<file path="src/pkg/pwp_map.svh">
`ifndef PWP_MAP_SVH
`define PWP_MAP_SVH

// ****************************************************************
// register indices (byte address is four times the index)
// ****************************************************************
`define PWP_IDX_ENABLE   8'h40
`define PWP_IDX_POLCLK   8'h41
`define PWP_IDX_SCALE_A  8'h44
`define PWP_IDX_SCNT_A   8'h45
`define PWP_IDX_SCALE_B  8'h46
`define PWP_IDX_SCNT_B   8'h47
`define PWP_IDX_COUNT0   8'h48
`define PWP_IDX_PERIOD0  8'h4c
`define PWP_IDX_DUTY0    8'h50
`define PWP_IDX_CTRL     8'h54
`define PWP_IDX_TEST     8'h55
`define PWP_IDX_DATA     8'h56
`define PWP_IDX_DIR      8'h57

// ****************************************************************
// field positions and write masks
// ****************************************************************
`define PWP_CTRL_BSTOP   0
`define PWP_CTRL_CENTER  3
`define PWP_CTRL_MASK    8'h1f
`define PWP_TEST_SCAL    5
`define PWP_TEST_PCMP    6
`define PWP_TEST_CRST    7
`define PWP_TEST_MASK    8'he0

// ****************************************************************
// reset values and full-duty code
// ****************************************************************
`define PWP_RST_ZERO     8'h00
`define PWP_RST_DUTY     8'hff
`define PWP_RST_PERIOD   8'hff
`define PWP_DUTY_FULL    8'hff

// ****************************************************************
// timing
// ****************************************************************
`define PWP_PRESC_W      7

`endif

</file>
<file path="src/pkg/pwp_pkg.sv">
package pwp_pkg;
    typedef logic [7:0] pwp_byte_t;
    typedef enum logic {PWP_UP, PWP_DOWN} pwp_dir_e;
endpackage : pwp_pkg

</file>
<file path="src/hw/pwp_channel.sv">
`timescale 1ns/1ps
`include "pwp_map.svh"

module pwp_channel
    import pwp_pkg::*;
(
    input  wire logic      clk,
    input  wire logic      rst_n,
    input  wire logic      tick,
    input  wire logic      enable,
    input  wire logic      center,
    input  wire logic      polarity,
    input  wire pwp_byte_t duty,
    input  wire pwp_byte_t period,
    input  wire logic      cnt_write,
    input  wire logic      cnt_keep,
    input  wire logic      per_cmp_off,
    output pwp_byte_t      count,
    output logic           wave
);
    pwp_byte_t cnt_q;
    pwp_byte_t duty_b_q;
    pwp_byte_t per_b_q;
    pwp_dir_e  dir_q;
    logic      wave_q;
    logic      run;
    logic      rollover;
    logic      level;

    assign run = enable & tick;
    assign rollover = run & (center ? (dir_q == PWP_DOWN && cnt_q == 8'h00)
                                    : (cnt_q == per_b_q && !per_cmp_off));

    // ****************************************************************
    // counter
    // ****************************************************************
    always_ff @(posedge clk or negedge rst_n) begin
        if (!rst_n) begin
            cnt_q <= `PWP_RST_ZERO;
            dir_q <= PWP_UP;
        end else if (cnt_write) begin
            if (!cnt_keep) begin
                cnt_q <= `PWP_RST_ZERO;
                dir_q <= PWP_UP;
            end
        end else if (run) begin
            if (!center) begin
                if (cnt_q == per_b_q && !per_cmp_off) begin
                    cnt_q <= `PWP_RST_ZERO;
                end else begin
                    cnt_q <= cnt_q + 8'h01;
                end
            end else if (per_b_q == 8'h00) begin
                cnt_q <= `PWP_RST_ZERO;
            end else begin
                case (dir_q)
                    PWP_UP: begin
                        if (cnt_q >= per_b_q) begin
                            dir_q <= PWP_DOWN;
                            cnt_q <= cnt_q - 8'h01;
                        end else begin
                            cnt_q <= cnt_q + 8'h01;
                        end
                    end
                    PWP_DOWN: begin
                        if (cnt_q == 8'h00) begin
                            dir_q <= PWP_UP;
                            cnt_q <= 8'h01;
                        end else begin
                            cnt_q <= cnt_q - 8'h01;
                        end
                    end
                    default: dir_q <= PWP_UP;
                endcase
            end
        end
    end

    // ****************************************************************
    // buffered duty and period
    // ****************************************************************
    always_ff @(posedge clk or negedge rst_n) begin
        if (!rst_n) begin
            duty_b_q <= `PWP_RST_DUTY;
            per_b_q  <= `PWP_RST_PERIOD;
        end else if (!enable || rollover || (cnt_write && !cnt_keep)) begin
            duty_b_q <= duty;
            per_b_q  <= period;
        end
    end

    // ****************************************************************
    // output level, active-high form before polarity
    // ****************************************************************
    always_comb begin
        level = 1'b0;
        if (!center) begin
            if (duty_b_q == `PWP_DUTY_FULL && per_b_q != 8'h00) begin
                level = 1'b0;
            end else if (duty_b_q >= per_b_q || per_b_q == 8'h00) begin
                level = 1'b1;
            end else begin
                level = (cnt_q <= duty_b_q);
            end
        end else begin
            if (per_b_q == 8'h00 || duty_b_q >= per_b_q) begin
                level = (per_b_q == 8'h00) | (duty_b_q != 8'h00);
            end else if (duty_b_q == 8'h00) begin
                level = 1'b0;
            end else begin
                level = (cnt_q < duty_b_q);
            end
        end
    end

    always_ff @(posedge clk or negedge rst_n) begin
        if (!rst_n) begin
            wave_q <= 1'b0;
        end else begin
            wave_q <= polarity ? level : ~level;
        end
    end

    assign count = cnt_q;
    assign wave  = wave_q;
endmodule : pwp_channel

</file>
<file path="src/hw/pwp_top.sv">
`timescale 1ns/1ps
`include "pwp_map.svh"

module pwp_top
    import pwp_pkg::*;
#(
    parameter int CLKA_SHIFT = 0,
    parameter int CLKB_SHIFT = 0
)(
    input  wire logic        pclk,
    input  wire logic        presetn,
    input  wire logic        psel,
    input  wire logic        penable,
    input  wire logic        pwrite,
    input  wire logic [11:0] paddr,
    input  wire logic [31:0] pwdata,
    output logic      [31:0] prdata,
    output logic             pready,
    output logic             pslverr,
    input  wire logic        special_mode_n,
    input  wire logic        background_mode,
    input  wire logic [3:0]  pin_in,
    output logic      [3:0]  pin_out,
    output logic      [3:0]  pin_oe
);
    if (CLKA_SHIFT < 0 || CLKA_SHIFT > `PWP_PRESC_W) begin : g_chk_a
        $error("CLKA_SHIFT out of range");
    end
    if (CLKB_SHIFT < 0 || CLKB_SHIFT > `PWP_PRESC_W) begin : g_chk_b
        $error("CLKB_SHIFT out of range");
    end

    function automatic logic div_tick(input logic [`PWP_PRESC_W-1:0] presc, input int sh);
        logic [`PWP_PRESC_W:0] mask;
        mask = (`PWP_PRESC_W+1)'((1 << sh) - 1);
        return ({1'b0, presc} & mask) == mask;
    endfunction : div_tick

    function automatic logic idx_mapped(input pwp_byte_t idx);
        return (idx == `PWP_IDX_ENABLE) || (idx == `PWP_IDX_POLCLK) ||
               (idx >= `PWP_IDX_SCALE_A && idx <= `PWP_IDX_DIR);
    endfunction : idx_mapped

    // ****************************************************************
    // apb slave
    // ****************************************************************
    pwp_byte_t idx;
    pwp_byte_t wdat;
    logic      access;
    logic      wr_fire;
    logic      pready_q;
    logic      pslverr_q;
    logic [31:0] prdata_q;
    pwp_byte_t rd_data;

    assign idx     = paddr[9:2];
    assign wdat    = pwdata[7:0];
    assign access  = psel & penable;
    assign wr_fire = access & pready_q & pwrite & idx_mapped(idx) & (paddr[1:0] == 2'b00);

    always_ff @(posedge pclk or negedge presetn) begin
        if (!presetn) begin
            pready_q  <= 1'b0;
            pslverr_q <= 1'b0;
            prdata_q  <= 32'h0000_0000;
        end else begin
            pready_q  <= access & !pready_q;
            pslverr_q <= access & !pready_q & !(idx_mapped(idx) && paddr[1:0] == 2'b00);
            prdata_q  <= (access && !pready_q && !pwrite) ? {24'h00_0000, rd_data} : 32'h0000_0000;
        end
    end

    // ****************************************************************
    // registers
    // ****************************************************************
    logic [3:0] en_q;
    pwp_byte_t  polclk_q;
    pwp_byte_t  ctrl_q;
    pwp_byte_t  test_q;
    pwp_byte_t  data_q;
    pwp_byte_t  dir_q;
    pwp_byte_t  scale_a_q;
    pwp_byte_t  scale_b_q;
    pwp_byte_t  duty_q [4];
    pwp_byte_t  per_q  [4];

    always_ff @(posedge pclk or negedge presetn) begin
        if (!presetn) begin
            en_q      <= 4'h0;
            polclk_q  <= `PWP_RST_ZERO;
            ctrl_q    <= `PWP_RST_ZERO;
            data_q    <= `PWP_RST_ZERO;
            dir_q     <= `PWP_RST_ZERO;
            scale_a_q <= `PWP_RST_ZERO;
            scale_b_q <= `PWP_RST_ZERO;
            for (int i = 0; i < 4; i++) begin
                duty_q[i] <= `PWP_RST_DUTY;
                per_q[i]  <= `PWP_RST_PERIOD;
            end
        end else if (wr_fire) begin
            case (idx)
                `PWP_IDX_ENABLE:  en_q      <= wdat[3:0];
                `PWP_IDX_POLCLK:  polclk_q  <= wdat;
                `PWP_IDX_CTRL:    ctrl_q    <= wdat & `PWP_CTRL_MASK;
                `PWP_IDX_DATA:    data_q    <= wdat;
                `PWP_IDX_DIR:     dir_q     <= wdat;
                `PWP_IDX_SCALE_A: scale_a_q <= wdat;
                `PWP_IDX_SCALE_B: scale_b_q <= wdat;
                default: begin
                    for (int i = 0; i < 4; i++) begin
                        if (idx == `PWP_IDX_PERIOD0 + 8'(i)) per_q[i]  <= wdat;
                        if (idx == `PWP_IDX_DUTY0 + 8'(i))   duty_q[i] <= wdat;
                    end
                end
            endcase
        end
    end

    always_ff @(posedge pclk or negedge presetn) begin
        if (!presetn) begin
            test_q <= `PWP_RST_ZERO;
        end else if (special_mode_n) begin
            test_q <= `PWP_RST_ZERO;
        end else if (wr_fire && idx == `PWP_IDX_TEST) begin
            test_q <= wdat & `PWP_TEST_MASK;
        end
    end

    // ****************************************************************
    // clock chain: prescaler, clocks a and b, scaled clocks
    // ****************************************************************
    logic [`PWP_PRESC_W-1:0] presc_q;
    logic       run_en;
    logic       tick_a;
    logic       tick_b;
    pwp_byte_t  scnt_a_q;
    pwp_byte_t  scnt_b_q;
    logic       half_a_q;
    logic       half_b_q;
    logic       tick_sa;
    logic       tick_sb;
    logic       scal_ld;

    assign run_en  = !(ctrl_q[`PWP_CTRL_BSTOP] && background_mode);
    assign tick_a  = run_en & div_tick(presc_q, CLKA_SHIFT);
    assign tick_b  = run_en & div_tick(presc_q, CLKB_SHIFT);
    assign tick_sa = tick_a & (scnt_a_q == 8'h00) & half_a_q;
    assign tick_sb = tick_b & (scnt_b_q == 8'h00) & half_b_q;
    assign scal_ld = wr_fire & !test_q[`PWP_TEST_SCAL];

    always_ff @(posedge pclk or negedge presetn) begin
        if (!presetn) begin
            presc_q <= '0;
        end else if (run_en) begin
            presc_q <= presc_q + 1'b1;
        end
    end

    always_ff @(posedge pclk or negedge presetn) begin
        if (!presetn) begin
            scnt_a_q <= `PWP_RST_ZERO;
            half_a_q <= 1'b0;
        end else if (scal_ld && idx == `PWP_IDX_SCALE_A) begin
            scnt_a_q <= wdat;
        end else if (tick_a) begin
            scnt_a_q <= (scnt_a_q == 8'h00) ? scale_a_q : scnt_a_q - 8'h01;
            half_a_q <= half_a_q ^ (scnt_a_q == 8'h00);
        end
    end

    always_ff @(posedge pclk or negedge presetn) begin
        if (!presetn) begin
            scnt_b_q <= `PWP_RST_ZERO;
            half_b_q <= 1'b0;
        end else if (scal_ld && idx == `PWP_IDX_SCALE_B) begin
            scnt_b_q <= wdat;
        end else if (tick_b) begin
            scnt_b_q <= (scnt_b_q == 8'h00) ? scale_b_q : scnt_b_q - 8'h01;
            half_b_q <= half_b_q ^ (scnt_b_q == 8'h00);
        end
    end

    // ****************************************************************
    // channels
    // ****************************************************************
    pwp_byte_t  count [4];
    logic [3:0] wave;
    logic [3:0] ch_tick;

    for (genvar g = 0; g < 4; g++) begin : g_ch
        assign ch_tick[g] = (g < 2) ? (polclk_q[4+g] ? tick_sa : tick_a)
                                    : (polclk_q[4+g] ? tick_sb : tick_b);
        pwp_channel u_ch (
            .clk         (pclk),
            .rst_n       (presetn),
            .tick        (ch_tick[g]),
            .enable      (en_q[g]),
            .center      (ctrl_q[`PWP_CTRL_CENTER]),
            .polarity    (polclk_q[g]),
            .duty        (duty_q[g]),
            .period      (per_q[g]),
            .cnt_write   (wr_fire && idx == `PWP_IDX_COUNT0 + 8'(g)),
            .cnt_keep    (test_q[`PWP_TEST_CRST]),
            .per_cmp_off (test_q[`PWP_TEST_PCMP]),
            .count       (count[g]),
            .wave        (wave[g])
        );
    end

    // ****************************************************************
    // read mux
    // ****************************************************************
    always_comb begin
        rd_data = `PWP_RST_ZERO;
        case (idx)
            `PWP_IDX_ENABLE:  rd_data = {4'h0, en_q};
            `PWP_IDX_POLCLK:  rd_data = polclk_q;
            `PWP_IDX_SCALE_A: rd_data = scale_a_q;
            `PWP_IDX_SCNT_A:  rd_data = scnt_a_q;
            `PWP_IDX_SCALE_B: rd_data = scale_b_q;
            `PWP_IDX_SCNT_B:  rd_data = scnt_b_q;
            `PWP_IDX_CTRL:    rd_data = ctrl_q;
            `PWP_IDX_TEST:    rd_data = test_q;
            `PWP_IDX_DIR:     rd_data = dir_q;
            `PWP_IDX_DATA: begin
                for (int i = 0; i < 8; i++) begin
                    if (dir_q[i]) rd_data[i] = data_q[i];
                end
                for (int i = 0; i < 4; i++) begin
                    if (!dir_q[i]) rd_data[i] = pin_in[i];
                end
            end
            default: begin
                for (int i = 0; i < 4; i++) begin
                    if (idx == `PWP_IDX_COUNT0 + 8'(i))  rd_data = count[i];
                    if (idx == `PWP_IDX_PERIOD0 + 8'(i)) rd_data = per_q[i];
                    if (idx == `PWP_IDX_DUTY0 + 8'(i))   rd_data = duty_q[i];
                end
            end
        endcase
    end

    // ****************************************************************
    // pins
    // ****************************************************************
    logic [3:0] pin_out_q;
    logic [3:0] pin_oe_q;

    always_ff @(posedge pclk or negedge presetn) begin
        if (!presetn) begin
            pin_out_q <= 4'h0;
            pin_oe_q  <= 4'h0;
        end else begin
            pin_out_q <= (en_q & wave) | (~en_q & data_q[3:0]);
            pin_oe_q  <= en_q | dir_q[3:0];
        end
    end

    assign pin_out = pin_out_q;
    assign pin_oe  = pin_oe_q;
    assign prdata  = prdata_q;
    assign pready  = pready_q;
    assign pslverr = pslverr_q;
endmodule : pwp_top

</file>
<file path="config.mk">
export PLATFORM = sky130hd
export DESIGN_NAME = pwp_top
export DESIGN_NICKNAME = d
export VERILOG_FILES = /design/src/pkg/pwp_pkg.sv /design/src/hw/pwp_channel.sv /design/src/hw/pwp_top.sv
export VERILOG_INCLUDE_DIRS = /design/src /design/src/pkg
export SDC_FILE = /design/constraint.sdc
export NUM_CORES = 1
export LEC_CHECK = 0
export BUFFER_PORTS_ARGS = -buffer_cell sky130_fd_sc_hd__buf_2
export CAP_MARGIN = 20
export CELL_PAD_IN_SITES_DETAIL_PLACEMENT = 1
export CELL_PAD_IN_SITES_GLOBAL_PLACEMENT = 1
export CORE_MARGIN = 2
export CORE_UTILIZATION = 40
export CTS_BUF_LIST = sky130_fd_sc_hd__clkbuf_16
export CTS_CLUSTER_SIZE = 8
export DETAILED_ROUTE_END_ITERATION = 16
export HOLD_SLACK_MARGIN = 0.05
export PLACE_DENSITY_LB_ADDON = 0.1
export REMOVE_ABC_BUFFERS = 1
export SYNTH_ARGS = -nofsm -noshare
export SYNTH_HDL_FRONTEND = slang
export SYNTH_SLANG_ARGS = --single-unit
</file>
<file path="constraint.sdc">
create_clock -name pclk -period 2.8 [get_ports pclk]
set_input_delay 0.56 -clock pclk [delete_from_list [all_inputs] [get_ports pclk]]
set_output_delay 0.56 -clock pclk [all_outputs]
set_load 0.01 [all_outputs]
</file>
# --- After elaboration in Yosys (flattened, before gate mapping) ---
# Index checks and enable logic that the tools add are counted.
word_totals:
  reg_bits: 261
  output_inout_bits: 42
  wordCells: 391
op_classes:
  addsub: 10
  n_lt_le_gt_ge: 18
  eq_ne: 40
  mux: 124
  bitwise_logic: 43
  n_reduce_logical: 111
op_table:
  columns: ["cell", "count"]
  rows:
  - ["$mux 8", 50]
  - ["$eq 8x7->1 const B", 22]
  - ["$logic_not 8->1", 14]
  - ["$pmux 8 s10", 1]
  - ["$mux 1", 65]
  - ["$ge 8x8->1", 8]
  - ["$pmux 8 s2", 4]
  - ["$reduce_bool 8->1", 8]
  - ["$sub 8x1->8 const B", 6]
  - ["$add 8x1->8 const B", 4]
  - ["$eq 8x8->1", 4]
  - ["$eq 8x8->1 const B", 4]
  - ["$le 8x8->1", 4]
  - ["$lt 8x8->1", 4]
  - ["$logic_and 1x1->1", 28]
  - ["$reduce_and 2->1", 13]
  - ["$reduce_and 3->1", 8]
  - ["$and 1x1->1", 20]
  - ["$reduce_bool 2->1", 9]
  - ["$reduce_and 4->1", 4]
  - ["$logic_or 1x1->1", 14]
  - ["$ne 2x1->1 const B", 6]
  - ["$not 1->1", 12]
  - ["$logic_not 1->1", 11]
  - ["other kinds (11)", 23]

# --- Longest topological paths before layout ---
# Gate-level depths: netlist of run 1.
logic_depth:
  depth_word: 15
  depth_mapped: 10
  depth_no_buf: 9

# --- By module ---
# From an unflattened synthesis of run 1, not the netlist that was laid out.
unflattened:
  hier_cells: 1652
  hier_area_um2: 17125.2
by_module_without_submodules:
  columns: ["mod", "instances", "cells_each", "area_per_inst_um2"]
  rows:
  - ["pwp_top", 1, 787, 8568.2]
  - ["pwp_channel at g_ch[0].u_ch ...", 2, 216, 2180.8]
  - ["pwp_channel at g_ch[1].u_ch", 1, 221, 2138.3]
  - ["pwp_channel at g_ch[3].u_ch", 1, 212, 2057.0]

# --- Least setup slack after synthesis of run 1 ---
# No wires, ideal clock.
synth_path:
  path_type: "reg-to-reg"
  startpoint: "register g_ch[0].u_ch.cnt_q[0]"
  endpoint: "register g_ch[0].u_ch.cnt_q[3]"
  t_arrival_ps: 2677
  t_required_ps: 2717
  setup_slack_ps: 40
  stages_incl_launch_ff: 11
  n_path_buf: 1
  period_less_slack_ps: 2760
  path_cell_list: "dfrtp_1 clkbuf_1 inv_1 ha_1 nand2b_1 a2111o_1 a32oi_1 nand2_1 o41ai_1 a222oi_1 o21ai_0"
synth_between:
  elab_chain_len: 7
  elab_cells_between_ends: 14
  classes_between: "add/sub (2); order compare (1); eq/ne (1); mux (8); reduce/logical (2)"
synth_lines:
  columns: ["item", "line_no", "text"]
  rows:
  - ["start: declaration", "pwp_channel.sv:21", "pwp_byte_t cnt_q;"]
  - ["start signal: assignment", "pwp_channel.sv:39", "cnt_q <= `PWP_RST_ZERO;"]
  - ["start signal: assignment", "pwp_channel.sv:43", "cnt_q <= `PWP_RST_ZERO;"]
  - ["start signal: assignment", "pwp_channel.sv:49", "cnt_q <= `PWP_RST_ZERO;"]
  - ["$sub 8x1->8, or another cell as far along", "pwp_channel.sv:60, pwp_channel.sv:70", null]
  - ["$mux 8, on equally long branches", "pwp_channel.sv:66, pwp_channel.sv:58", null]
  - ["$pmux 8 s2", "pwp_channel.sv:56", "case (dir_q)"]
  - ["$mux 8", "pwp_channel.sv:53", "end else if (per_b_q == 8'h00) begin"]
  - ["$mux 8 *", "pwp_channel.sv:47", "if (!center) begin"]
  - ["$mux 8 *", "pwp_channel.sv:46", "end else if (run) begin"]
  - ["$mux 8 *", "pwp_channel.sv:41", "end else if (cnt_write) begin"]
# Every way passes the cells marked *; elsewhere a longest branch is shown, timed or not. The select of a mux whose other input is x is not followed.
# A chain may end at the register's enable or synchronous reset.

# --- Worst setup path in the final report of run 1 ---
layout_path:
  startpoint: "register g_ch[0].u_ch.per_b_q[7]"
  endpoint: "register g_ch[0].u_ch.duty_b_q[6]"
layout_between:
  elab_chain_len: 6
layout_lines:
  columns: ["item", "line_no", "text"]
  rows:
  - ["start: declaration", "pwp_channel.sv:23", "pwp_byte_t per_b_q;"]
  - ["start signal: assignment", "pwp_channel.sv:85", "per_b_q <= `PWP_RST_PERIOD;"]
  - ["start signal: assignment", "pwp_channel.sv:88", "per_b_q <= period;"]
  - ["$eq 8x8->1", "pwp_channel.sv:32", ": (cnt_q == per_b_q && !per_cmp_off));"]
  - ["$logic_and 1x1->1", "pwp_channel.sv:32", null]
  - ["$mux 1", "pwp_channel.sv:31", "assign rollover = run & (center ? (dir_q == PWP_DOWN && cnt_q == 8'h00)"]
  - ["$and 1x1->1", "pwp_channel.sv:31", null]
  - ["$logic_or 1x1->1 (2 in series)", "pwp_channel.sv:86", "end else if (!enable || rollover || (cnt_write && !cnt_keep)) begin"]
  - ["end signal: assignment", "pwp_channel.sv:84", "duty_b_q <= `PWP_RST_DUTY;"]
  - ["end signal: assignment", "pwp_channel.sv:87", "duty_b_q <= duty;"]
  - ["end: declaration", "pwp_channel.sv:22", "pwp_byte_t duty_b_q;"]
# Every way passes these cells.

==> flow_summary_export.csv, run 1 <==
group,metric,value,unit
yosys,synth.largest_area_cell,"dfstp_2",
layout,fillers,4595,
timing,setup_tns,0,ns
layout,drive_gt1_share,32.97,%
yosys,syn_area,16600,um2
drt,post_drt_wl_per_cell,24.58,um
critical_path,cp_max_fo,16,
pwr,p_switching,2.239,mW
layout,postLayoutCellArea,19710,um2
yosys,synth_edf_count,0,
hold_path,hold_path.class,"in -> reg",
timing,tightest_slew,0.6305,ns
yosys,netlist_top_cells_area,"dfstp_2, dfrtp_1, mux2_2, ha_1, nand2_1",
critical_path,critPathLaunchType,"register",
pwr,p_comb_share,7.4,%
place,gp_congestion,0.9236,
clock_tree,cts.clk_slew.worst_paths,0.05,ns
run_status,status,"finished, final reports clean",
clock_tree,cts_buffer_depth,3,
critical_path,crit_type,"reg -> reg",
yosys,synth_cells,1692,
floorplan,pin_count,97,
floorplan,dieArea,43150,um2
timing,fin_crit_sh,96.02,%
critical_path,reg2reg_to,"g_ch[0].u_ch.duty_b_q[6]",
timing,grt_setup_unrepaired,"no",
hold_path,min_path_cells,2,
floorplan,rows,74,
pwr,power_density,440.3,nW/um2
place,dp_cells,2369,
critical_path,path_buf_inv,1,
timing,finalHoldViolations,0,
critical_path,reg2reg_slack,0.11,ns
pwr,cell_internal_pwr,6.439,mW
clock_tree,cts_buffers,38,
floorplan,fp.dieH,207.7,um
timing,slew_violations,0,
drt,drtIter0Drc,998,
grt,grt_max_degree,83,
place,io_buffers,46,
timing,slew_headroom,57.58,%
pwr,p_leak,8.674,nW
timing,setup_viol,0,
critical_path,reg2regPathDepth,7,
grt,track_usage,27.67,%
layout,stdcell_count,2437,
critical_path,end_kind,"register",
clock_tree,root_buffer,"clkbuf_16",
place,pre_cts_ws,-0.1155,ns
layout,area_growth,18.72,%
grt,grt_pass1_vias,15130,
timing,fmax,372.0,MHz
critical_path,crit_path_max_incr_delay,0.62,ns
critical_path,critical_path.top_delay_family,"simple AND/OR/NAND/NOR gates",
drt,routed_wl,59910,um
clock_tree,htreeDepth,2,
yosys,synth-async-reset-ratio,100.0,%
clock_tree,clock_latency,0.56,ns
critical_path,slowest_stage,"or3_1",
layout,final_nets,2047,
pwr,vdd_drop_max,0.3418,mV
yosys,ys_ff_latch,256,
yosys,yosys_most_used_dff,"dfstp_2",
drt,ant_nets,0,
critical_path,r2r_start,"g_ch[0].u_ch.per_b_q[7]",
place,post-dp-hpwl,44960,um
yosys,avgSynthCellArea,9.811,um2
job,drv_cap,0,
floorplan,core_area,40920,um2
yosys,synth_seq_area_share,39.56,%
grt,overflow,0,
pwr,pwr-share-seq,44.3,%
drt,first_pass_iters,7,
floorplan,die_x,207.7,um
pwr,clockPowerShare,48.3,%
clock_tree,clock-sinks,256,
yosys,yosysTopAreaCellShare,20.26,%
yosys,synth_cell_types,85,
hold_path,hold_start,"special_mode_n",
place,place_area,18530,um2
grt,antenna_found_initial,0,
timing,period_needed,2.688,ns
floorplan,start_util,40.56,%
grt,grt_pass1_wl,92340,um
drt,route.detailed.drc,0,
critical_path,cp.required,3.28,ns
drt,avgViaCountPerCell,5.913,
pwr,switching_share,25.80,%
yosys,yosysWarnings,0,
hold_path,worst_hold_path.endpoint,"test_q[6]",
timing,worst_slack,0.1115,ns
critical_path,arrival,3.17,ns
clock_tree,cts_tree,"done",
drt,via_count,14410,
timing,skew,0.02992,ns
critical_path,crit_chain,"inv_1 -> ha_1 -> nand4_1 -> or3_1 -> a221oi_2 -> nor2_4 -> mux2_2",
layout,antenna_cells,0,
## worst max-delay path by stage
stage	start	to	slack, ns	cells past startpoint
6_report	g_ch[0].u_ch.per_b_q[7]	g_ch[0].u_ch.duty_b_q[6]	0.11	7
5_1_grt	g_ch[2].u_ch.per_b_q[5]	g_ch[2].u_ch.count[7]	0.006	10
4_1_cts	g_ch[0].u_ch.per_b_q[0]	g_ch[0].u_ch.count[3]	0.04	8
3_5_place_dp	paddr[7]	g_ch[2].u_ch.count[2]	-0.12	9
3_3_place_gp	paddr[7]	g_ch[2].u_ch.count[2]	-0.1	9
2_1_floorplan	ctrl_q[3]	g_ch[2].u_ch.count[7]	-0.45	7
## what timing repair did
action,CTS,global route
hold buffers,1,0
pin swaps,0,1
resized for setup,2,14
endpoints found under the hold margin,14,0
buffers inserted,2,0
setup endpoints to repair,4,21
## power groups by stage
stage | registers (mW) | clock network (mW) | logic [mW]
after floorplan | 3.90 | 0 | 0.219
after global placement | 3.89 | 0 | 0.621
after detailed placement | 3.89 | 0 | 0.635
after CTS | 3.84 | 4.29 | 0.639
after global routing | 3.85 | 4.45 | 0.693
final | 3.85 | 4.19 | 0.640
## registers in the layout, summed over array words and instances (netlist names), 4 cells and up
signal and flops:
scale_a_q 8, scnt_b_q 8, g_ch.u_ch.wave 4, pin_oe 4
scale_b_q 8, scnt_a_q 8, prdata 8, g_ch.u_ch.duty_b_q 32
g_ch.u_ch.dir_q 4, pin_out 4, duty_q 32, en_q 4
g_ch.u_ch.count 32, g_ch.u_ch.per_b_q 32, per_q 32, polclk_q 8
dir_q 8, ctrl_q 5, data_q 8
## worst register-to-register path: stages (launching register included)
cell and delay (ns):
dfstp_2 0.54, inv_1 0.08, ha_1 0.30, nand4_1 0.18, or3_1 0.62, a221oi_2 0.39
nor2_4 0.17, mux2_2 0.32
## synth_stat cells (all sizes together) (7+ instances only)
library cell,number
and3,8
and4,7
xor2,10
or4,11
nand2,133
nand2b,20
a32oi,7
nand3,49
a211oi,19
a2111oi,7
mux2,196
o31ai,9
inv,89
dfstp,128
buf,40
ha,112
o21ai,98
a22oi,18
a21o,9
nor4,24
o22ai,26
nor3,45
dfrtp,128
nor2,100
or2,12
a221oi,7
xnor2,9
a22o,8
mux2i,22
or3,23
nand4,24
clkbuf,62
o21a,9
o211ai,9
a31oi,23
nor2b,9
a21oi,87
## metal layers
layer,vias up,share of wire (%),track usage (%)
met5,-,0,0
li1,6615,-,-
met3,104,4.1,3.601
met1,7353,46,37.79
met2,337,47,45.11
met4,0,3.1,9.929
## per-stage QoR
step / hold slack [ns] / util [%] / total power, mW
4_1_cts: 0.2154 / 48.00 / 8.770
5_1_grt: 0.2259 / 48.15 / 8.995
2_1_floorplan: 0.2644 / - / 4.116
6_report: 0.2481 / 48.15 / 8.677
3_3_place_gp: 0.4531 / 45.29 / 4.511
3_5_place_dp: 0.4657 / 45.29 / 4.528
## placed cells by master (no fill, tap or decap), drive strengths merged, types with 10 or more instances in the layout
master / count
buf: 226
mux2: 196
nand2: 133
dfrtp: 128
dfstp: 128
ha: 112
inv: 112
nor2: 100
o21ai: 98
a21oi: 87
nand3: 49
nor3: 45
clkbuf: 38
o22ai: 26
nand4: 24
conb: 24
nor4: 24
or3: 23
a31oi: 23
mux2i: 22
nand2b: 20
a211oi: 19
a22oi: 18
or2: 12
or4: 11
xor2: 10
## cell type report
class	instances	area, um2	area share, %
clock inverters	27	125.1	0.6349
clock buffers	38	950.9	4.825
inverters	89	334.1	1.695
well taps	532	665.6	3.378
flip-flops and latches	256	6566	33.32
repair buffers	227	1705	8.654
multi-input cells	1268	9359	47.49
## cell families after synthesis
logic type                 count (synthesis)  share of synthesized area, %
DFF                                      256                         39.56
muxes                                    222                         15.17
xor gates and xnor gates                  19                         1.002
buffers and inverters                    191                         4.997
and+or+nand+nor                          490                         14.86
other                                      1                       0.02259
adders and majority gates                112                         8.442
AOI/OAI and AO/OA                        401                         15.96
No activity file was read; power rests on OpenSTA's default activity.
==> inputs of run 2 (changes only) <==
CELL_PAD_IN_SITES_DETAIL_PLACEMENT = 0   (was 1)
CORE_MARGIN = 1   (was 2)
clock period = 2.3 ns   (was 2.8 ns; I/O delays follow)
==> flow_summary_export.csv, run 2 (synthesis gave the netlist of run 1 again) <==
group,metric,value,unit
clock_tree,htreeDepth,2,
layout,stdcell_count,2689,
critical_path,reg2regPathDepth,7,
pwr,vdd_drop_max,0.5149,mV
critical_path,crit_chain,"or4_4 -> or4_4 -> buf_6 -> a221oi_4 -> buf_4 -> nor2_4 -> mux2_4",
place,post-dp-hpwl,44400,um
hold_path,worst_hold_path.endpoint,"test_q[5]",
drt,via_count,15370,
critical_path,cp.required,2.76,ns
drt,routed_wl,60770,um
critical_path,reg2reg_slack,-0.31,ns
layout,drive_gt1_share,48.17,%
critical_path,critPathLaunchType,"register",
clock_tree,root_buffer,"clkbuf_16",
drt,route.detailed.drc,0,
grt,grt_pass1_wl,92420,um
place,place_area,20060,um2
job,drv_cap,0,
drt,dr_wl_met3,2692,um
timing,finalHoldViolations,0,
floorplan,fp.dieH,205.7,um
place,dp_cells,2571,
run_status,status,"finished, violations left",
grt,grt_pass1_vias,15300,
clock_tree,cts_buffers,39,
hold_path,min_path_cells,2,
floorplan,dieArea,42320,um2
layout,antenna_cells,0,
floorplan,rows,74,
timing,tightest_slew,0.8060,ns
timing,worst_slack,-0.3138,ns
drt,avgViaCountPerCell,5.716,
critical_path,crit_type,"reg -> reg",
layout,postLayoutCellArea,22890,um2
timing,fmax,382.6,MHz
clock_tree,clock_latency,0.56,ns
timing,period_needed,2.614,ns
layout,fillers,3664,
layout,area_growth,37.90,%
layout,layout_commonest_cell,"buf_4",
layout,seqCellArea,6575,um2
clock_tree,cts.clk_slew.worst_paths,0.05,ns
critical_path,crit_path_max_incr_delay,0.57,ns
run_status,failed_checks,"setup timing",
critical_path,path_buf_inv,2,
floorplan,core_area,40920,um2
critical_path,cp_max_fo,8,
timing,fin_crit_sh,113.6,%
drt,top_layer,"met4",
critical_path,arrival,3.08,ns
pwr,p_leak,10.17,nW
pwr,p_total,10.99,mW
timing,slew_violations,0,
clock_tree,cts_buffer_depth,3,
critical_path,critical_path.top_delay_family,"simple AND/OR/NAND/NOR gates",
drt,dr_wl_met2,28620,um
timing,skew,0.02864,ns
floorplan,die_x,205.7,um
critical_path,reg2reg_to,"g_ch[0].u_ch.per_b_q[0]",
critical_path,r2r_start,"scnt_a_q[3]",
timing,slew_headroom,45.70,%
hold_path,hold_path.class,"in -> reg",
drt,post_drt_wl_per_cell,22.60,um
grt,track_usage,28.94,%
floorplan,start_util,40.56,%
drt,wl_met1,27810,um
timing,grt_setup_unrepaired,"yes",
drt,first_pass_iters,5,
grt,grt_max_degree,65,
place,gp_congestion,0.9577,
pwr,power_density,480.1,nW/um2
floorplan,pin_count,97,
hold_path,hold_start,"special_mode_n",
critical_path,cp_common_cell,"or4_4",
grt,overflow,0,
drt,drtIter0Drc,1162,
layout,final_cell_mix,"buf_4, mux2_2, dfstp_2, dfrtp_1, nand2_1",
place,io_buffers,46,
clock_tree,cts_tree,"done",
grt,antenna_found_initial,0,
critical_path,end_kind,"register",
drt,ant_nets,0,
layout,multiInputGateArea,10480,um2
clock_tree,clock-sinks,256,
timing,setup_viol,59,
layout,final_nets,2297,
critical_path,cp.depth,7,
place,pre_cts_ws,-0.5507,ns
critical_path,slowest_stage,"or4_4",
run 2: cell type report:
| class | instances | area share [%] |
|---|---|---|
| inverters | 89 | 1.481 |
| repair buffers | 475 | 16.12 |
| clock buffers | 39 | 4.263 |
| clock inverters | 29 | 0.6996 |
| multi-input cells | 1269 | 45.80 |
| flip-flops and latches | 256 | 28.72 |
| well taps | 532 | 2.908 |
run 2: worst max path at each step:
stage               slack [ns]                       to         from
floorplan                -0.95    g_ch[2].u_ch.count[7]    ctrl_q[3]
global placement         -0.54    g_ch[2].u_ch.count[2]     paddr[7]
detailed placement       -0.55    g_ch[2].u_ch.count[2]     paddr[7]
CTS                      -0.28  g_ch[0].u_ch.per_b_q[0]  scnt_a_q[3]
global route             -0.34  g_ch[0].u_ch.per_b_q[0]  scnt_a_q[3]
finish                   -0.31  g_ch[0].u_ch.per_b_q[0]  scnt_a_q[3]
run 2: power breakdown:
group / switching, mW / leakage [nW] / internal [mW] / total [mW]
sequential: 0.0552 / 3.02 / 4.60 / 4.65
combinational: 0.582 / 6.52 / 0.433 / 1.01
clock: 2.17 / 0.628 / 3.16 / 5.32
run 2: worst reg2reg max path: stages, from the launching register on:
cell and delay [ns]:
dfrtp_1 0.38, or4_4 0.55, or4_4 0.57, buf_6 0.16
a221oi_4 0.26, buf_4 0.17, nor2_4 0.07, mux2_4 0.35
run 2: routing by layer:
metal	track usage, %	vias to the layer above
li1	-	7150
met1	40.31	7685
met2	47.04	433
met3	3.342	102
met4	8.360	0
met5	0	-
run 2: stage by stage:
| step | TNS [ns] | hold WS, ns | utilization (%) |
|---|---|---|---|
| floorplan | -47.09 | 0.1644 | - |
| global placement | -59.69 | 0.4508 | 49.02 |
| detailed placement | -60.73 | 0.4640 | 49.02 |
| CTS | -8.694 | 0.09947 | 54.52 |
| global route | -13.73 | 0.1215 | 55.93 |
| finish | -9.053 | 0.1219 | 55.93 |
run 2: timing repair:
action | in CTS | in global routing
setup buffers | 28 | 27
gates cloned | 5 | 0
endpoints found under the hold margin | 24 | 0
pin swaps | 70 | 75
gates resized for setup | 180 | 144
setup endpoints to repair | 108 | 119
hold buffers | 1 | 0
